<file path="src/core/ulb_regs.vh">
`ifndef ULB_REGS_VH
`define ULB_REGS_VH

// Register offsets on the 3-bit register port
`define ULB_OFS_MODE     3'h0
`define ULB_OFS_CTRL     3'h1
`define ULB_OFS_ERR      3'h2
`define ULB_OFS_CLKSEL   3'h3
`define ULB_OFS_DIV      3'h4
`define ULB_OFS_TXBUF    3'h5
`define ULB_OFS_RXBUF    3'h6
`define ULB_OFS_TXSTAT   3'h7

// Mode register fields
`define ULB_MODE_POWER   7
`define ULB_MODE_TXEN    6
`define ULB_MODE_RXEN    5
`define ULB_MODE_PAR_HI  4
`define ULB_MODE_PAR_LO  3
`define ULB_MODE_MERGE   0

// Control register fields
`define ULB_CTRL_BRFLAG  7
`define ULB_CTRL_BREN    6
`define ULB_CTRL_BTRIG   5
`define ULB_CTRL_LEN_HI  4
`define ULB_CTRL_LEN_LO  2

// Error status fields
`define ULB_ERR_OVE      0
`define ULB_ERR_FE       1
`define ULB_ERR_PE       2

// Reset values
`define ULB_RST_MODE     8'h01
`define ULB_RST_CTRL     8'h00
`define ULB_RST_CLKSEL   4'h0
`define ULB_RST_DIV      8'hff
`define ULB_RST_RXBUF    8'hff

// Break and prescaler figures
`define ULB_BRK_TX_BASE  5'h0c
`define ULB_BRK_RX_MIN   4'hb
`define ULB_PRE_MAXSEL   4'ha

`endif

</file>
<file path="src/core/ulb_core.v">
`timescale 1ns/100ps
`include "ulb_regs.vh"

module ulb_core (
    input  wire       mclk,
    input  wire       rst_n,
    input  wire [2:0] reg_addr,
    input  wire [7:0] reg_wdata,
    input  wire       reg_wr,
    input  wire       reg_rd,
    output reg  [7:0] reg_rdata,
    input  wire       rx_line,
    output reg        tx_line,
    output reg        tx_done_irq,
    output reg        rx_done_irq,
    output reg        rx_error_irq
);

    localparam TX_IDLE  = 3'b001;
    localparam TX_FRAME = 3'b010;
    localparam TX_BREAK = 3'b100;
    localparam RX_IDLE  = 3'b001;
    localparam RX_START = 3'b010;
    localparam RX_DATA  = 3'b100;

    reg  [7:0]  uart_mode_reg;
    reg         break_rx_flag;
    reg         break_rx_enable;
    reg         break_tx_trigger;
    reg  [2:0]  break_length_sel;
    reg  [3:0]  base_clock_sel;
    reg  [7:0]  baud_divisor;
    reg         overrun_flag;
    reg         framing_error_flag;
    reg         parity_error_flag;
    reg  [7:0]  tx_buffer;
    reg         tx_buf_full;
    reg  [7:0]  rx_buffer;
    reg         rx_buf_full;
    reg  [9:0]  pre_cnt;
    reg         rx_s1;
    reg         rx_s2;
    reg         rx_samp;
    reg         rx_filt;
    reg         rx_prev;
    reg  [2:0]  tx_state;
    reg  [7:0]  tx_cnt;
    reg         tx_half;
    reg  [10:0] tx_sh;
    reg  [4:0]  tx_bitno;
    reg  [2:0]  rx_state;
    reg  [7:0]  rx_cnt;
    reg         rx_half;
    reg  [3:0]  rx_bitno;
    reg  [7:0]  rx_shift;
    reg         rx_par;
    reg  [3:0]  rx_low;
    reg         rx_brk_mode;

    wire        unit_power_on = uart_mode_reg[`ULB_MODE_POWER];
    wire        tx_enable_bit = uart_mode_reg[`ULB_MODE_TXEN];
    wire        rx_enable_bit = uart_mode_reg[`ULB_MODE_RXEN];
    wire [1:0]  par_mode      = uart_mode_reg[`ULB_MODE_PAR_HI:`ULB_MODE_PAR_LO];
    wire        error_irq_merge = uart_mode_reg[`ULB_MODE_MERGE];
    wire        tx_on = unit_power_on & tx_enable_bit;
    wire        rx_on = unit_power_on & rx_enable_bit;
    wire [2:0]  rx_error_status = {parity_error_flag, framing_error_flag, overrun_flag};

    // Base clock tick: low bits of the prescaler all ones; none while unpowered
    wire [9:0]  pre_mask = ~(10'h3ff << base_clock_sel);
    wire        base_tick = unit_power_on & (base_clock_sel <= `ULB_PRE_MAXSEL) &
                            ((pre_cnt & pre_mask) == pre_mask);
    wire [7:0]  div_last = baud_divisor - 8'h01;

    // Transmit timing
    wire        tx_match   = base_tick & (tx_cnt == div_last);
    wire        tx_bit_end = tx_match & tx_half;
    wire [3:0]  tx_nbits   = (par_mode == 2'h0) ? 4'ha : 4'hb;
    wire        tx_last    = (tx_bitno == {1'b0, tx_nbits - 4'h1});
    wire [4:0]  brk_last   = `ULB_BRK_TX_BASE + {2'h0, break_length_sel};
    wire        tx_start_frame = tx_on & tx_state[0] & tx_buf_full & base_tick;
    wire        tx_chain   = tx_on & tx_state[1] & tx_bit_end & tx_last & tx_buf_full;
    wire        tx_load    = tx_start_frame | tx_chain;
    wire        tx_brk_end = tx_on & tx_state[2] & tx_bit_end & (tx_bitno == brk_last);
    wire        tx_par     = (par_mode == 2'h2) ? ~^tx_buffer :
                             (par_mode == 2'h3) ? ^tx_buffer : 1'b0;
    wire [10:0] tx_frame   = (par_mode == 2'h0) ? {2'h3, tx_buffer, 1'b0} :
                                                  {1'b1, tx_par, tx_buffer, 1'b0};

    // Receive timing
    wire        rx_match   = base_tick & (rx_cnt == div_last);
    wire        rx_bit_end = rx_match & rx_half;
    wire        rx_has_par = (par_mode != 2'h0);
    wire [3:0]  rx_stop_no = rx_has_par ? 4'h9 : 4'h8;
    wire        rx_norm_end = rx_on & rx_state[2] & rx_bit_end & ~rx_brk_mode & (rx_bitno == rx_stop_no);
    wire        rx_brk_stop = rx_on & rx_state[2] & rx_bit_end & rx_brk_mode & rx_filt;
    wire        rx_brk_ok  = rx_brk_stop & (rx_low >= `ULB_BRK_RX_MIN);
    wire        rx_brk_go  = rx_on & rx_state[1] & rx_match & ~rx_filt & break_rx_enable;
    wire        par_calc   = ^{rx_shift, rx_par};
    wire        pe_hit = rx_norm_end & ((par_mode == 2'h2) & ~par_calc |
                                        (par_mode == 2'h3) & par_calc);
    wire        fe_hit = rx_norm_end & ~rx_filt;
    wire        ove_hit = rx_norm_end & rx_buf_full;
    wire        any_err = pe_hit | fe_hit | ove_hit;

    wire        wr_mode = reg_wr & (reg_addr == `ULB_OFS_MODE);
    wire        wr_ctrl = reg_wr & (reg_addr == `ULB_OFS_CTRL);
    wire        rd_err  = reg_rd & (reg_addr == `ULB_OFS_ERR);
    wire        rd_rxb  = reg_rd & (reg_addr == `ULB_OFS_RXBUF);
    wire        wr_txb  = reg_wr & (reg_addr == `ULB_OFS_TXBUF);

    // Register file
    always @(posedge mclk or negedge rst_n)
    begin
        if (!rst_n)
        begin
            uart_mode_reg      <= `ULB_RST_MODE;
            break_rx_flag      <= 1'b0;
            break_rx_enable    <= 1'b0;
            break_tx_trigger   <= 1'b0;
            break_length_sel   <= 3'h0;
            base_clock_sel     <= `ULB_RST_CLKSEL;
            baud_divisor       <= `ULB_RST_DIV;
            overrun_flag       <= 1'b0;
            framing_error_flag <= 1'b0;
            parity_error_flag  <= 1'b0;
            tx_buffer          <= 8'h00;
            tx_buf_full        <= 1'b0;
            rx_buffer          <= `ULB_RST_RXBUF;
            rx_buf_full        <= 1'b0;
        end
        else
        begin
            if (wr_mode)
                uart_mode_reg <= reg_wdata;
            if (reg_wr & (reg_addr == `ULB_OFS_CLKSEL))
                base_clock_sel <= reg_wdata[3:0];
            if (reg_wr & (reg_addr == `ULB_OFS_DIV))
                baud_divisor <= reg_wdata;
            if (wr_ctrl)
            begin
                break_length_sel <= reg_wdata[`ULB_CTRL_LEN_HI:`ULB_CTRL_LEN_LO];
                break_tx_trigger <= reg_wdata[`ULB_CTRL_BTRIG] & tx_on;
                break_rx_enable  <= reg_wdata[`ULB_CTRL_BREN];
            end
            else
            begin
                if (tx_brk_end)
                    break_tx_trigger <= 1'b0;
                if (rx_brk_ok)
                    break_rx_enable <= 1'b0;
            end
            if (rx_brk_go)
                break_rx_flag <= 1'b1;
            else if (rx_brk_ok | ~rx_on)
                break_rx_flag <= 1'b0;
            // Error flags: a new error wins over the read clear
            overrun_flag       <= (overrun_flag & ~rd_err) | ove_hit;
            framing_error_flag <= (framing_error_flag & ~rd_err) | fe_hit;
            parity_error_flag  <= (parity_error_flag & ~rd_err) | pe_hit;
            if (wr_txb)
                tx_buffer <= reg_wdata;
            if (wr_txb)
                tx_buf_full <= 1'b1;
            else if (tx_load | ~tx_on)
                tx_buf_full <= 1'b0;
            if (rx_norm_end & ~ove_hit)
                rx_buffer <= rx_shift;
            if (rx_norm_end & ~ove_hit)
                rx_buf_full <= 1'b1;
            else if (rd_rxb)
                rx_buf_full <= 1'b0;
        end
    end

    // Read data valid in the cycle after the strobe only
    always @(posedge mclk or negedge rst_n)
    begin
        if (!rst_n)
            reg_rdata <= 8'h00;
        else if (reg_rd)
        begin
            case (reg_addr)
                `ULB_OFS_MODE:   reg_rdata <= uart_mode_reg;
                `ULB_OFS_CTRL:   reg_rdata <= {break_rx_flag, break_rx_enable, break_tx_trigger,
                                               break_length_sel, 2'h0};
                `ULB_OFS_ERR:    reg_rdata <= {5'h00, rx_error_status};
                `ULB_OFS_CLKSEL: reg_rdata <= {4'h0, base_clock_sel};
                `ULB_OFS_DIV:    reg_rdata <= baud_divisor;
                `ULB_OFS_TXBUF:  reg_rdata <= tx_buffer;
                `ULB_OFS_RXBUF:  reg_rdata <= rx_buffer;
                default:         reg_rdata <= {6'h00, tx_buf_full, ~tx_state[0]};
            endcase
        end
        else
            reg_rdata <= 8'h00;
    end

    // Prescaler, synchroniser and noise filter
    always @(posedge mclk or negedge rst_n)
    begin
        if (!rst_n)
        begin
            pre_cnt <= 10'h000;
            rx_s1   <= 1'b1;
            rx_s2   <= 1'b1;
            rx_samp <= 1'b1;
            rx_filt <= 1'b1;
            rx_prev <= 1'b1;
        end
        else
        begin
            pre_cnt <= unit_power_on ? pre_cnt + 10'h001 : 10'h000;
            rx_s1   <= rx_line;
            rx_s2   <= rx_s1;
            if (base_tick)
            begin
                rx_samp <= rx_s2;
                rx_prev <= rx_filt;
                if (rx_samp == rx_s2)
                    rx_filt <= rx_samp;
            end
        end
    end

    // Transmitter and its counter
    always @(posedge mclk or negedge rst_n)
    begin
        if (!rst_n)
        begin
            tx_state    <= TX_IDLE;
            tx_cnt      <= 8'h00;
            tx_half     <= 1'b0;
            tx_sh       <= 11'h7ff;
            tx_bitno    <= 5'h00;
            tx_line     <= 1'b1;
            tx_done_irq <= 1'b0;
        end
        else if (!tx_on)
        begin
            tx_state    <= TX_IDLE;
            tx_cnt      <= 8'h00;
            tx_half     <= 1'b0;
            tx_bitno    <= 5'h00;
            tx_line     <= 1'b1;
            tx_done_irq <= 1'b0;
        end
        else
        begin
            tx_done_irq <= 1'b0;
            if (tx_load | (tx_state[0] & break_tx_trigger))
            begin
                tx_cnt  <= 8'h00;
                tx_half <= 1'b0;
            end
            else if (tx_match)
            begin
                tx_cnt  <= 8'h00;
                tx_half <= ~tx_half;
            end
            else if (base_tick)
                tx_cnt <= tx_cnt + 8'h01;
            case (tx_state)
                TX_IDLE:
                begin
                    tx_bitno <= 5'h00;
                    // Start only on a base tick so the first bit is a whole bit time
                    if (tx_buf_full & base_tick)
                    begin
                        tx_sh    <= tx_frame;
                        tx_line  <= 1'b0;
                        tx_state <= TX_FRAME;
                    end
                    else if (break_tx_trigger & base_tick)
                    begin
                        tx_line  <= 1'b0;
                        tx_state <= TX_BREAK;
                    end
                    else
                        tx_line <= 1'b1;
                end
                TX_FRAME:
                begin
                    if (tx_bit_end)
                    begin
                        if (tx_last)
                        begin
                            tx_done_irq <= 1'b1;
                            tx_bitno    <= 5'h00;
                            if (tx_buf_full)
                            begin
                                tx_sh   <= tx_frame;
                                tx_line <= 1'b0;
                            end
                            else
                            begin
                                tx_line  <= 1'b1;
                                tx_state <= TX_IDLE;
                            end
                        end
                        else
                        begin
                            tx_sh    <= {1'b1, tx_sh[10:1]};
                            tx_line  <= tx_sh[1];
                            tx_bitno <= tx_bitno + 5'h01;
                        end
                    end
                end
                TX_BREAK:
                begin
                    if (tx_brk_end)
                    begin
                        tx_line     <= 1'b1;
                        tx_done_irq <= 1'b1;
                        tx_state    <= TX_IDLE;
                    end
                    else if (tx_bit_end)
                        tx_bitno <= tx_bitno + 5'h01;
                end
                default:
                    tx_state <= TX_IDLE;
            endcase
        end
    end

    // Receiver and its counter
    always @(posedge mclk or negedge rst_n)
    begin
        if (!rst_n)
        begin
            rx_state     <= RX_IDLE;
            rx_cnt       <= 8'h00;
            rx_half      <= 1'b0;
            rx_bitno     <= 4'h0;
            rx_shift     <= 8'hff;
            rx_par       <= 1'b0;
            rx_low       <= 4'h0;
            rx_brk_mode  <= 1'b0;
            rx_done_irq  <= 1'b0;
            rx_error_irq <= 1'b0;
        end
        else if (!rx_on)
        begin
            rx_state     <= RX_IDLE;
            rx_cnt       <= 8'h00;
            rx_half      <= 1'b0;
            rx_done_irq  <= 1'b0;
            rx_error_irq <= 1'b0;
        end
        else
        begin
            rx_done_irq  <= rx_brk_ok | (rx_norm_end & (~any_err | error_irq_merge));
            rx_error_irq <= any_err & ~error_irq_merge;
            if (rx_state[0])
            begin
                rx_cnt  <= 8'h00;
                rx_half <= 1'b0;
            end
            else if (rx_match)
            begin
                rx_cnt  <= 8'h00;
                rx_half <= ~rx_half & ~rx_state[1];
            end
            else if (base_tick)
                rx_cnt <= rx_cnt + 8'h01;
            case (rx_state)
                RX_IDLE:
                begin
                    if (base_tick & rx_prev & ~rx_filt)
                        rx_state <= RX_START;
                end
                RX_START:
                begin
                    if (rx_match)
                    begin
                        rx_bitno    <= 4'h0;
                        rx_low      <= 4'h1;
                        rx_brk_mode <= break_rx_enable;
                        rx_state    <= rx_filt ? RX_IDLE : RX_DATA;
                    end
                end
                RX_DATA:
                begin
                    if (rx_bit_end)
                    begin
                        if (rx_brk_mode)
                        begin
                            // Measure the low width; errors and buffer untouched
                            if (rx_filt)
                                rx_state <= RX_IDLE;
                            else if (rx_low != 4'hf)
                                rx_low <= rx_low + 4'h1;
                        end
                        else if (rx_norm_end)
                            rx_state <= RX_IDLE;
                        else
                        begin
                            if (rx_bitno[3])
                                rx_par <= rx_filt;
                            else
                                rx_shift <= {rx_filt, rx_shift[7:1]};
                            rx_bitno <= rx_bitno + 4'h1;
                        end
                    end
                end
                default:
                    rx_state <= RX_IDLE;
            endcase
        end
    end

endmodule // ulb_core

</file>
<file path="config.mk">
export PLATFORM = sky130hd
export DESIGN_NAME = ulb_core
export DESIGN_NICKNAME = d
export VERILOG_FILES = /design/src/core/ulb_core.v
export VERILOG_INCLUDE_DIRS = /design/src /design/src/core
export SDC_FILE = /design/constraint.sdc
export NUM_CORES = 1
export LEC_CHECK = 0
export ABC_CLOCK_PERIOD_IN_PS = 8700
export BUFFER_PORTS_ARGS = -buffer_cell sky130_fd_sc_hd__buf_2
export CAP_MARGIN = 20
export CORE_ASPECT_RATIO = 0.6
export CORE_MARGIN = 1
export CORE_UTILIZATION = 50
export DETAILED_ROUTE_END_ITERATION = 16
export GPL_TIMING_DRIVEN = 0
export PLACE_DENSITY_LB_ADDON = 0.15
export SETUP_SLACK_MARGIN = 0.3
export SLEW_MARGIN = 20
export SYNTH_ARGS = -nofsm -noshare
export SYNTH_HDL_FRONTEND = slang
export SYNTH_SLANG_ARGS = --single-unit
</file>
<file path="constraint.sdc">
create_clock -name mclk -period 8.7 [get_ports mclk]
set_input_delay 1.305 -clock mclk [delete_from_list [all_inputs] [get_ports mclk]]
set_output_delay 1.305 -clock mclk [all_outputs]
set_load 0.005 [all_outputs]
</file>
==> results of run 1 <==
kinds of logic after synthesis:
family	count (synthesis)	synth area share
AOI/OAI and AO/OA	128	0.118
xor gates and xnor gates	52	0.0702
adders and majority gates	8	0.0134
buffers and inverters	53	0.0289
DFF	130	0.455
muxes	80	0.129
and+or+nand+nor	249	0.186
cells in the mapped netlist (3+ instances only):
cell type  instances
a21boi_0           6
buf_1              3
mux2i_1            9
clkbuf_1          22
o21ai_0           47
xnor2_1           32
a31oi_1            6
nor3_1            14
nor2b_1            7
a21oi_1           18
nand2_1           63
nor2_1            48
o211ai_1           3
xor2_1            16
nand3b_1           4
nor4b_1            4
and2_1            10
nand4b_1           3
o211a_1            5
nand2b_1          11
nand3_1           34
mux4_2             4
a21o_1             4
a311oi_1           3
xnor3_1            4
dfrtp_1           88
o22ai_1            4
nand4_1           10
o31ai_1            6
dfstp_2           42
nor4bb_1           3
inv_1             19
mux2_2            65
and3_1             7
or3_1              9
ha_1               7
buf_2              8
metrics by stage:
step	utilization	power, mW	cell area (um2)	hold slack (ns)
2_1_floorplan	-	0.933	7270	0.345
3_3_place_gp	0.548	1.02	7620	0.349
3_5_place_dp	0.550	1.03	7660	0.349
4_1_cts	0.596	1.80	8300	0.357
5_1_grt	0.596	1.86	8300	0.363
6_report	0.596	1.79	8300	0.357
layout make-up:
class | instances | area [um2] | share of cell area
Clock buffer | 20 | 467 | 0.0563
Clock inverter | 12 | 169 | 0.0204
Timing Repair Buffer | 24 | 153 | 0.0184
Buffer | 34 | 139 | 0.0167
Inverter | 19 | 71.3 | 0.00860
Sequential cell | 130 | 3310 | 0.398
Multi-Input combinational cell | 517 | 3750 | 0.452
Tap cell | 192 | 240 | 0.0290
worst register-to-register path: stages, from the launching register on:
cell,delay [ns]
dfstp_2,0.61
inv_1,0.10
ha_1,0.19
buf_2,0.17
o21ba_1,0.18
a221oi_1,0.29
a41o_1,0.17
nand4_1,0.14
nor4b_1,0.86
nand2_1,0.15
o21ai_0,0.38
a41o_1,0.24
how the worst max path moves through the flow:
stage          slack [ns]  cells after the start                       to                         from
2_1_floorplan        5.77                     11  tx_bitno[3]$_DFFE_PN0P_  baud_divisor[0]$_DFFE_PN1P_
3_3_place_gp         4.65                      1   reg_rdata[7]$_DFF_PN0_                        rst_n
3_5_place_dp         5.31                     11  tx_state[0]$_DFFE_PN1P_  baud_divisor[0]$_DFFE_PN1P_
4_1_cts              5.30                     11  tx_state[0]$_DFFE_PN1P_  baud_divisor[0]$_DFFE_PN1P_
5_1_grt              5.04                     11  tx_state[0]$_DFFE_PN1P_  baud_divisor[0]$_DFFE_PN1P_
6_report             5.16                     11  tx_state[0]$_DFFE_PN1P_  baud_divisor[0]$_DFFE_PN1P_
placed cells by master (no fill, tap or decap), drive strengths merged, types with 4 or more instances in the layout:
master	count
a21oi	19
mux4	4
nor4b	7
o21ai	48
clkinv	4
or3	9
mux2	67
and3	7
o211a	5
nor2	50
nand3b	4
dfstp	42
nor2b	7
o31ai	6
nand2b	11
ha	7
xnor2	32
nand3	34
buf	35
mux2i	9
nand2	63
xnor3	4
o22ai	4
nand4	10
nor3	16
a21boi	7
clkbuf	43
inv	24
xor2	16
a31oi	6
a21o	4
dfrtp	88
and2	10
power breakdown:
group	leakage (nW)	switching (mW)	total, mW	internal [mW]
clock	0.313	0.285	0.765	0.480
sequential	1.61	0.0624	0.727	0.665
combinational	1.50	0.161	0.299	0.138
total	3.42	0.509	1.79	1.28
layer usage:
layer,global-route usage,routed length (um),vias to the layer above
met5,0,0,-
met4,0.0712,186,0
met3,0.0473,1310,20
met2,0.360,7510,202
met1,0.386,8740,2835
li1,-,-,2611
==> impl_results.md, run 1 <==
- #FFs+latches synth: 130
- Setup-failing EPs final: 0
- Reg2Reg Setup Slack: approximately 5.2 ns
- Largest net degree at the start of global routing: slightly above 70
- Dpl cells: 916
- Gr ovfl total: 0
- Most used cell along the critical path: a41o_1
- Hold-critical path depth: 0
- Worst Path Required: 9.06 ns
- Iteration-0 DRC Markers: around 560
- Number of synthesized flops with an enable pin: 0
- R2R cell count: 11
- Endpoint type of the worst setup path: flip-flop
- Clock Root Buffer: clkbuf_16
- Unrepaired setup endpoints after global routing: no
- Mean Syn Cell Area: 10.4 um2
- WHS Endpoint: rx_s2$_DFF_PN1_
- Die Wd: roughly 160 um
- Placer's final routability congestion estimate: 0.897
- Final period util: 0.407
- Initial Util: 0.522
- Sequential-to-total area share from yosys stat: 0.455
- Setup total negative slack: 0 ns
- Clk sinks: 130
- Chip height: 95.4 um
- Largest reg by FF count: pre_cnt
- Detailed-route via count: ~5,700
- FF-to-FF Start: baud_divisor[0]$_DFFE_PN1P_
- Final worst slack: 5.16 ns
- Pre-CTS setup slack: between 5 and 6 ns
- Via count of the first global-routing pass: 5,346
- Status: finished, final reports clean
- CP max FO: 9
- Tmin final: ~3.5 ns
- Crit path cell chain: inv_1, ha_1, buf_2, o21ba_1, a221oi_1, a41o_1, nand4_1, nor4b_1, nand2_1, o21ai_0, a41o_1
- Core box area: 0.0139 mm2
- IO Count: 28
- Crit start category: flip-flop
- CTS Buf Count: 17
- Area Overhead vs Synth: 14.2%
- Pleak: roughly 3.4 nW
- Total GRT Usage: 0.253
- Number of antenna-violating nets in the routed design: 0
- Hold Buf Count CTS: 0
- First-pass GRT wire length: around 29,000 um
- Ys Warns: 0
- Slowest-stage cell, CP: nor4b_1
- Final hold vios: 0
- Fmax: between 200 and 300 MHz
- Worst-skew pair later-pin latency: 0.43 ns
- HP Class: flip-flop to flip-flop
- Setup CP Type: flip-flop to flip-flop
- Max-cap viol count: 0
- Asr flop ratio synth: 1.00
- Vias/cell: 5.98
- Layout filler cell count: 1,181
- Nets@finish: roughly 770
- Clk buf depth: 2
- Synth cell types: 76
- I/O Buffers: 23
- Biggest regs: pre_cnt x10, tx_sh x9
- Wire per inst: 18.7 um
- Syn_nets: 723
- Detail Placement HPWL: 12,700 um
- Worst Clk Skew: 0.0105 ns
- Initial antenna violation count: 0
- # rows: 33
- Post-CTS Resized: 0
- Area leader, netlist: dfrtp_1
- Share of post-route cells with drive strength above 1: 0.259
- TritonCTS clock tree: built
- Largest register FFs: 10
- Worst path top cell family by delay: compound AO/OA/AOI/OAI gates
- DRT Pass-1 Iters: 6
- Power per cell area: 216 mW/mm2
- Largest stage delay on the critical path: 0.86 ns
- Synth top area share: 0.303
- Post-route insts no fill: 948
- Die ar.: 0.0150 mm2
- CP Buf/Inv Count: 2
- Residual DRC: 0
- Largest cells by area after synthesis: dfrtp_1 (30%), dfstp_2 (15%), mux2_2 (10%)
- Antenna cell count: 0
- Clk slew on worst S/H paths: 0.06 ns
- Worst r2r dst: tx_state[0]$_DFFE_PN1P_
- Min-Delay Startpoint: rx_s1$_DFF_PN1_
- Mapped cell area: 0.00727 mm2
- Critical path data arrival time: 3.90 ns
- Slew headroom: 0.368
- Max-slew violations: 0
- Post-Syn Instances: 700
- Actual slew at the worst max-slew pin: 0.945 ns
- Final WL: 17,700 um
- Post-CTS Repair Setup Buffers: 0
- CTS H-tree depth: 4
- Synth Flop Type: dfrtp_1
- VDD IR-drop max: 0.116 mV
Power figures use the tool's default switching activity.
==> run 2: changes to the inputs <==
ABC_CLOCK_PERIOD_IN_PS = 3500   (was 8700)
clock period = 3.5 ns   (was 8.7 ns; I/O delays follow)
==> run 2 against run 1 <==
Count of clock-buffer cells in the layout stayed put. Final cell count up 0.53%. Sequential share of layout area is 0.50 points lower. Combinational power increased to 2.6 times the previous value. Die area unchanged. Register-to-register slack got worse by 4.8 ns. Worst hold slack lost 0.33 ns. Critical endpoint is now tx_sh[4]$_DFFE_PN1P_. Largest cell class unchanged.
==> impl_results.md, run 2 (synthesized netlist as in run 1, its figures left out) <==
- Status: finished, final reports clean
- Core box area: around 0.014 mm2
- Worst path top cell family by delay: compound AO/OA/AOI/OAI gates
- CP max FO: 10
- Design internal power: 3.20 mW
- Final WL: 17,800 um
- Final hold vios: 0
- Setup-failing EPs final: 0
- CTS H-tree depth: 4
- Most common cell after layout, fill and taps aside: dfrtp_1
- Clk slew on worst S/H paths: 0.06 ns
- DRT Pass-1 Iters: 5
- Max-cap viol count: 0
- Uppermost layer routed: met4
- Antenna cell count: 0
- Iteration-0 DRC Markers: 539
- Unrepaired setup endpoints after global routing: yes
- CP Buf/Inv Count: 1
- Placer's final routability congestion estimate: 0.897
- Area Overhead vs Synth: 15.6%
- Wire per inst: 18.7 um
- Met3 Wirelength: 1290 um
- Worst Path Required: 3.85 ns
- # rows: 33
- I/O Buffers: 23
- Clock Root Buffer: clkbuf_16
- Clk pwr share: 0.425
- Die Wd: approximately 160 um
- Tmin final: 3.14 ns
- Worst-skew pair later-pin latency: ~0.42 ns
- Clk buf depth: 2
- Actual slew at the worst max-slew pin: 0.934 ns
- Vias/cell: 5.94
- Nets@finish: roughly 770
- P_sw: 1.28 mW
- Pleak: 3.46 nW
- Switch share: 0.286
- Clk sinks: 130
- Initial antenna violation count: 0
- Detail Placement HPWL: 12,700 um
- Total GRT Usage: 0.253
- Max-slew violations: 0
- Largest reg by FF count: pre_cnt
- Met2 Routed Length: 7610 um
- Setup total negative slack: 0 ns
- Largest net degree at the start of global routing: between 70 and 80
- Fmax: about 320 MHz
- Gr ovfl total: 0
- IO Count: 28
- Most frequent cells in the layout: dfrtp_1 (88), mux2_2 (65), nand2_1 (63)
- Chip height: about 95 um
- Power per cell area: 533 mW/mm2
- Endpoint type of the worst setup path: flip-flop
- WL met1: 8730 um
- Biggest regs: pre_cnt x10, tx_sh x9
- Residual DRC: 0
- Critical path data arrival time: ~3.5 ns
- Crit start category: flip-flop
- Initial Util: 0.522
- Setup CP Type: flip-flop to flip-flop
- VDD IR-drop max: 0.292 mV
- Share of post-route cells with drive strength above 1: 0.275
- Die ar.: 0.0150 mm2
- Largest register FFs: 10
- Final core occ: 0.604
- Final period util: 0.896
- Hold Buf Count CTS: 0
- HP Class: input port to async pin
- Combinational share of power: 0.173
- Worst Clk Skew: 0.0107 ns
- First-pass GRT wire length: 28,600 um
- TritonCTS clock tree: built
- Number of antenna-violating nets in the routed design: 0
- Slowest-stage cell, CP: o21ai_0
- Slew headroom: 0.375
- Detailed-route via count: 5,661
- CTS Buf Count: 17
- Crit path cell chain: nor2_1, a311oi_1, o21ai_0, nand3_2, buf_2, nor4_2, a31oi_1, a21oi_4, mux2_2
- Via count of the first global-routing pass: 5,364
- Sequential Power Share: 0.402
- Largest stage delay on the critical path: roughly 0.6 ns
run 2: cell count changes in the layout (fill, tap and decap cells not counted), moves of 2 or more:
cell,delta
buf_2,-2
buf_4,+7
nand3_1,-3
nand3_2,+3
run 2: what timing repair did:
| action | in CTS | in global routing |
|---|---|---|
| pin swaps | 0 | 8 |
| resized for setup | 2 | 12 |
| setup endpoints to repair | 6 | 26 |
| cloned | 0 | 0 |
| buffers inserted | 1 | 4 |
run 2: final cells by class:
cell class	instances	area [um2]
multi-input combinational	517	3810
clock inverter	12	169
inverter	19	71.3
clock buffer	20	467
fill	1175	5510
tap	192	240
buffer	34	144
sequential	130	3310
timing repair buffer	29	190
run 2: final timing paths:
kind	from	end	slack [ns]	depth (start not counted)
min reg2reg	rx_s1$_DFF_PN1_	rx_s2$_DFF_PN1_	0.36	0
max	base_clock_sel[1]$_DFFE_PN0P_	tx_sh[4]$_DFFE_PN1P_	0.36	9
min in group mclk	rx_line	rx_s1$_DFF_PN1_	0.21	1
max in group asynchronous	rst_n	rx_shift[7]$_DFFE_PN1P_	2.73	2
min	rst_n	tx_state[1]$_DFFE_PN0P_	0.03	1
max reg2reg	base_clock_sel[1]$_DFFE_PN0P_	tx_sh[4]$_DFFE_PN1P_	0.36	9
run 2: stage by stage:
stage	total power, mW	worst slack, ns	instance area [um2]	hold WS (ns)	cells
after floorplan	2.32	0.570	7270	0.229	700
after global placement	2.53	0.188	7620	0.349	915
after detailed placement	2.56	0.112	7660	0.349	916
after CTS	4.47	0.306	8320	0.0434	949
after global routing	4.66	0.261	8400	0.0574	953
final	4.48	0.364	8400	0.0268	953
run 2: routing by layer:
layer  vias up  track usage
met5         -            0
met4         0       0.0712
met3        25       0.0468
met2       205        0.362
met1      2815        0.386
li1       2616            -
run 2: power groups by stage:
stage / registers (mW) / clock network (mW) / logic [mW]
after floorplan: 1.77 / 0 / 0.553
after global placement: 1.82 / 0 / 0.713
after detailed placement: 1.83 / 0 / 0.731
after CTS: 1.80 / 1.92 / 0.751
after global routing: 1.82 / 1.99 / 0.847
final: 1.80 / 1.90 / 0.775
run 2: worst reg2reg max path, stage by stage (launching register included):
cell and delay (ns):
dfrtp_1 0.45, nor2_1 0.16, a311oi_1 0.07, o21ai_0 0.59, nand3_2 0.26, buf_2 0.28
nor4_2 0.34, a31oi_1 0.17, a21oi_4 0.35, mux2_2 0.39
==> run 3: changes to the inputs <==
CORE_ASPECT_RATIO = 0.75   (was 0.6)
CORE_MARGIN = 8   (was 1)
PLACE_DENSITY = 0.67   (was not set)
PLACE_DENSITY_LB_ADDON = not set   (was 0.15)
==> run 3 against run 2 <==
Setup slack gained 0.060 ns. Global-route usage shrank 5.8 points. Wire length shrank 1.3%. Combinational power shrank 1%. Core utilization shrank 2.5 points. Maximum frequency grew 1.9%. Final area shrank 1.1%. Non-clock buffer count shrank 3. Count of clock-buffer cells in the layout shrank 3. Critical endpoint is now tx_bitno[3]$_DFFE_PN0P_. Largest cell class unchanged.
==> impl_results.md, run 3 (synthesized netlist as in run 1, its figures left out) <==
- TritonCTS clock tree: built
- Clk sinks: 130
- Nets@finish: 768
- Largest net degree at the start of global routing: 81
- Switch share: 0.314
- P_sw: 1.35 mW
- Hold WS: approximately 0.15 ns
- Design internal power: 2.96 mW
- Largest reg by FF count: pre_cnt
- Status: finished, final reports clean
- Layout filler cell count: 1,249
- Via count of the first global-routing pass: around 5,600
- Dpl cells: 924
- Worst-skew pair later-pin latency: around 0.42 ns
- Detailed-route via count: approximately 5,600
- Total GRT Usage: 0.195
- Clock Root Buffer: clkbuf_16
- Area Overhead vs Synth: 14.3%
- Sequential Power Share: 0.419
- I/O Buffers: 23
- CP Buf/Inv Count: 2
- Largest stage delay on the critical path: 0.53 ns
- HP Class: input port to async pin
- Number of antenna-violating nets in the routed design: 0
- Max-cap viol count: 0
- Pleak: 3.41 nW
- Residual DRC: 0
- Iteration-0 DRC Markers: approximately 400
- Core box area: 0.0144 mm2
- Clk slew on worst S/H paths: 0.07 ns
- Slowest-stage cell, CP: dfstp_2
- Power per cell area: 519 mW/mm2
- Initial antenna violation count: 0
- Clk pwr share: 0.403
- Final core occ: 0.579
- Wire per inst: 18.4 um
- Fmax: 325 MHz
- R2R cell count: 11
- Chip height: 120 um
- Final period util: 0.879
- Final WL: 17,600 um
- Tmin final: slightly above 3 ns
- Reg2Reg Setup Slack: around 0.42 ns
- First-pass GRT wire length: 29,000 um
- Crit path cell chain: inv_1, ha_1, buf_4, o21ba_1, a221oi_2, a41o_1, nand4_1, or3_4, o211a_4, or2_4, a211o_1
- Biggest regs: pre_cnt x10, tx_sh x9
- Most frequent cells in the layout: dfrtp_1 (88), mux2_2 (65), nand2_1 (63)
- Gr ovfl total: 0
- VDD IR-drop max: 0.372 mV
- Max-slew violations: 0
- Setup-failing EPs final: 0
- CTS H-tree depth: 4
- Final Power: roughly 4.3 mW
- Antenna cell count: 0
- Endpoint type of the worst setup path: flip-flop
- Die ar.: roughly 0.019 mm2
- Clk buf depth: 2
- Detail Placement HPWL: 12,400 um
- Slew headroom: 0.331
- Die Wd: 155 um
- Setup CP Type: flip-flop to flip-flop
- Initial Util: 0.506
- Largest register FFs: 10
- IO Count: 28
- Critical path data arrival time: 3.38 ns
- Worst Clk Skew: 0.0111 ns
- Actual slew at the worst max-slew pin: 1.00 ns
- DRT Pass-1 Iters: 5
- Setup total negative slack: 0 ns
- Worst r2r dst: tx_bitno[3]$_DFFE_PN0P_
- FF-to-FF Start: baud_divisor[0]$_DFFE_PN1P_
- Crit start category: flip-flop
- Combinational share of power: 0.177
- Placer's final routability congestion estimate: 0.873
- Share of post-route cells with drive strength above 1: 0.272
- Post-route insts no fill: 958
- Most common cell after layout, fill and taps aside: dfrtp_1
- # rows: 38
- Hold Buf Count CTS: 0
- Worst path top cell family by delay: compound AO/OA/AOI/OAI gates
- CP max FO: 9
- Unrepaired setup endpoints after global routing: yes
- Vias/cell: 5.82
- Worst Path Required: 3.81 ns
- CTS Buf Count: 17
- Final hold vios: 0
==> run 3: timing repair <==
item                                   in CTS  in global routing
buffers inserted                            1                  1
setup endpoints to repair                  13                 26
pin swaps                                   0                  6
endpoints found under the hold margin       0                  0
resized for setup                           3                  7
==> run 3: area by class of cell <==
type	count	area [um2]	area share
tap	200	250	0.0301
sequential	130	3310	0.398
timing repair buffer	26	164	0.0197
clock buffer	17	425	0.0512
inverter	19	71.3	0.00858
clock inverter	15	151	0.0182
buffer	34	141	0.0170
multi-input combinational	517	3800	0.457
==> run 3: per-layer routing <==
| metal | part of all wire | vias to the layer above | global-route usage |
|---|---|---|---|
| li1 | - | 2621 | - |
| met2 | 0.46 | 138 | 0.297 |
| met4 | 0.014 | 0 | 0.0653 |
| met1 | 0.47 | 2796 | 0.267 |
| met3 | 0.052 | 25 | 0.0492 |
| met5 | 0 | - | 0 |
==> run 3: worst reg2reg max path, delay by kind of cell (launching register included) <==
| kind | cells | cell delay (ns) |
|---|---|---|
| AO/OA/AOI/OAI | 5 | 1.13 |
| adder cells (fa/ha/maj) | 1 | 0.18 |
| buffers and inverters | 2 | 0.21 |
| flip-flops | 1 | 0.53 |
| AND/OR/NAND/NOR | 3 | 0.91 |
==> run 3: through the flow <==
stage | setup slack (ns) | area (um2)
2_1_floorplan | 0.570 | 7270
3_3_place_gp | 0.293 | 7630
3_5_place_dp | 0.263 | 7670
4_1_cts | 0.374 | 8270
5_1_grt | 0.278 | 8310
6_report | 0.424 | 8310
==> run 3: power by group through the flow <==
stage	Clock [mW]	Sequential (mW)	Combinational (mW)
global route	1.84	1.83	0.840
global placement	0	1.82	0.703
finish	1.74	1.81	0.765
floorplan	0	1.77	0.553
CTS	1.77	1.80	0.748
detailed placement	0	1.83	0.728
==> run 3: worst max path at each step <==
stage / cells after the start / endpoint / startpoint / slack (ns)
floorplan: 11 / tx_bitno[3]$_DFFE_PN0P_ / baud_divisor[0]$_DFFE_PN1P_ / 0.57
global placement: 1 / tx_bitno[3]$_DFFE_PN0P_ / rst_n / 0.29
detailed placement: 11 / rx_low[0]$_DFFE_PN0P_ / baud_divisor[0]$_DFFE_PN1P_ / 0.26
CTS: 11 / tx_bitno[3]$_DFFE_PN0P_ / baud_divisor[0]$_DFFE_PN1P_ / 0.37
global route: 11 / tx_bitno[3]$_DFFE_PN0P_ / baud_divisor[0]$_DFFE_PN1P_ / 0.28
finish: 11 / tx_bitno[3]$_DFFE_PN0P_ / baud_divisor[0]$_DFFE_PN1P_ / 0.42
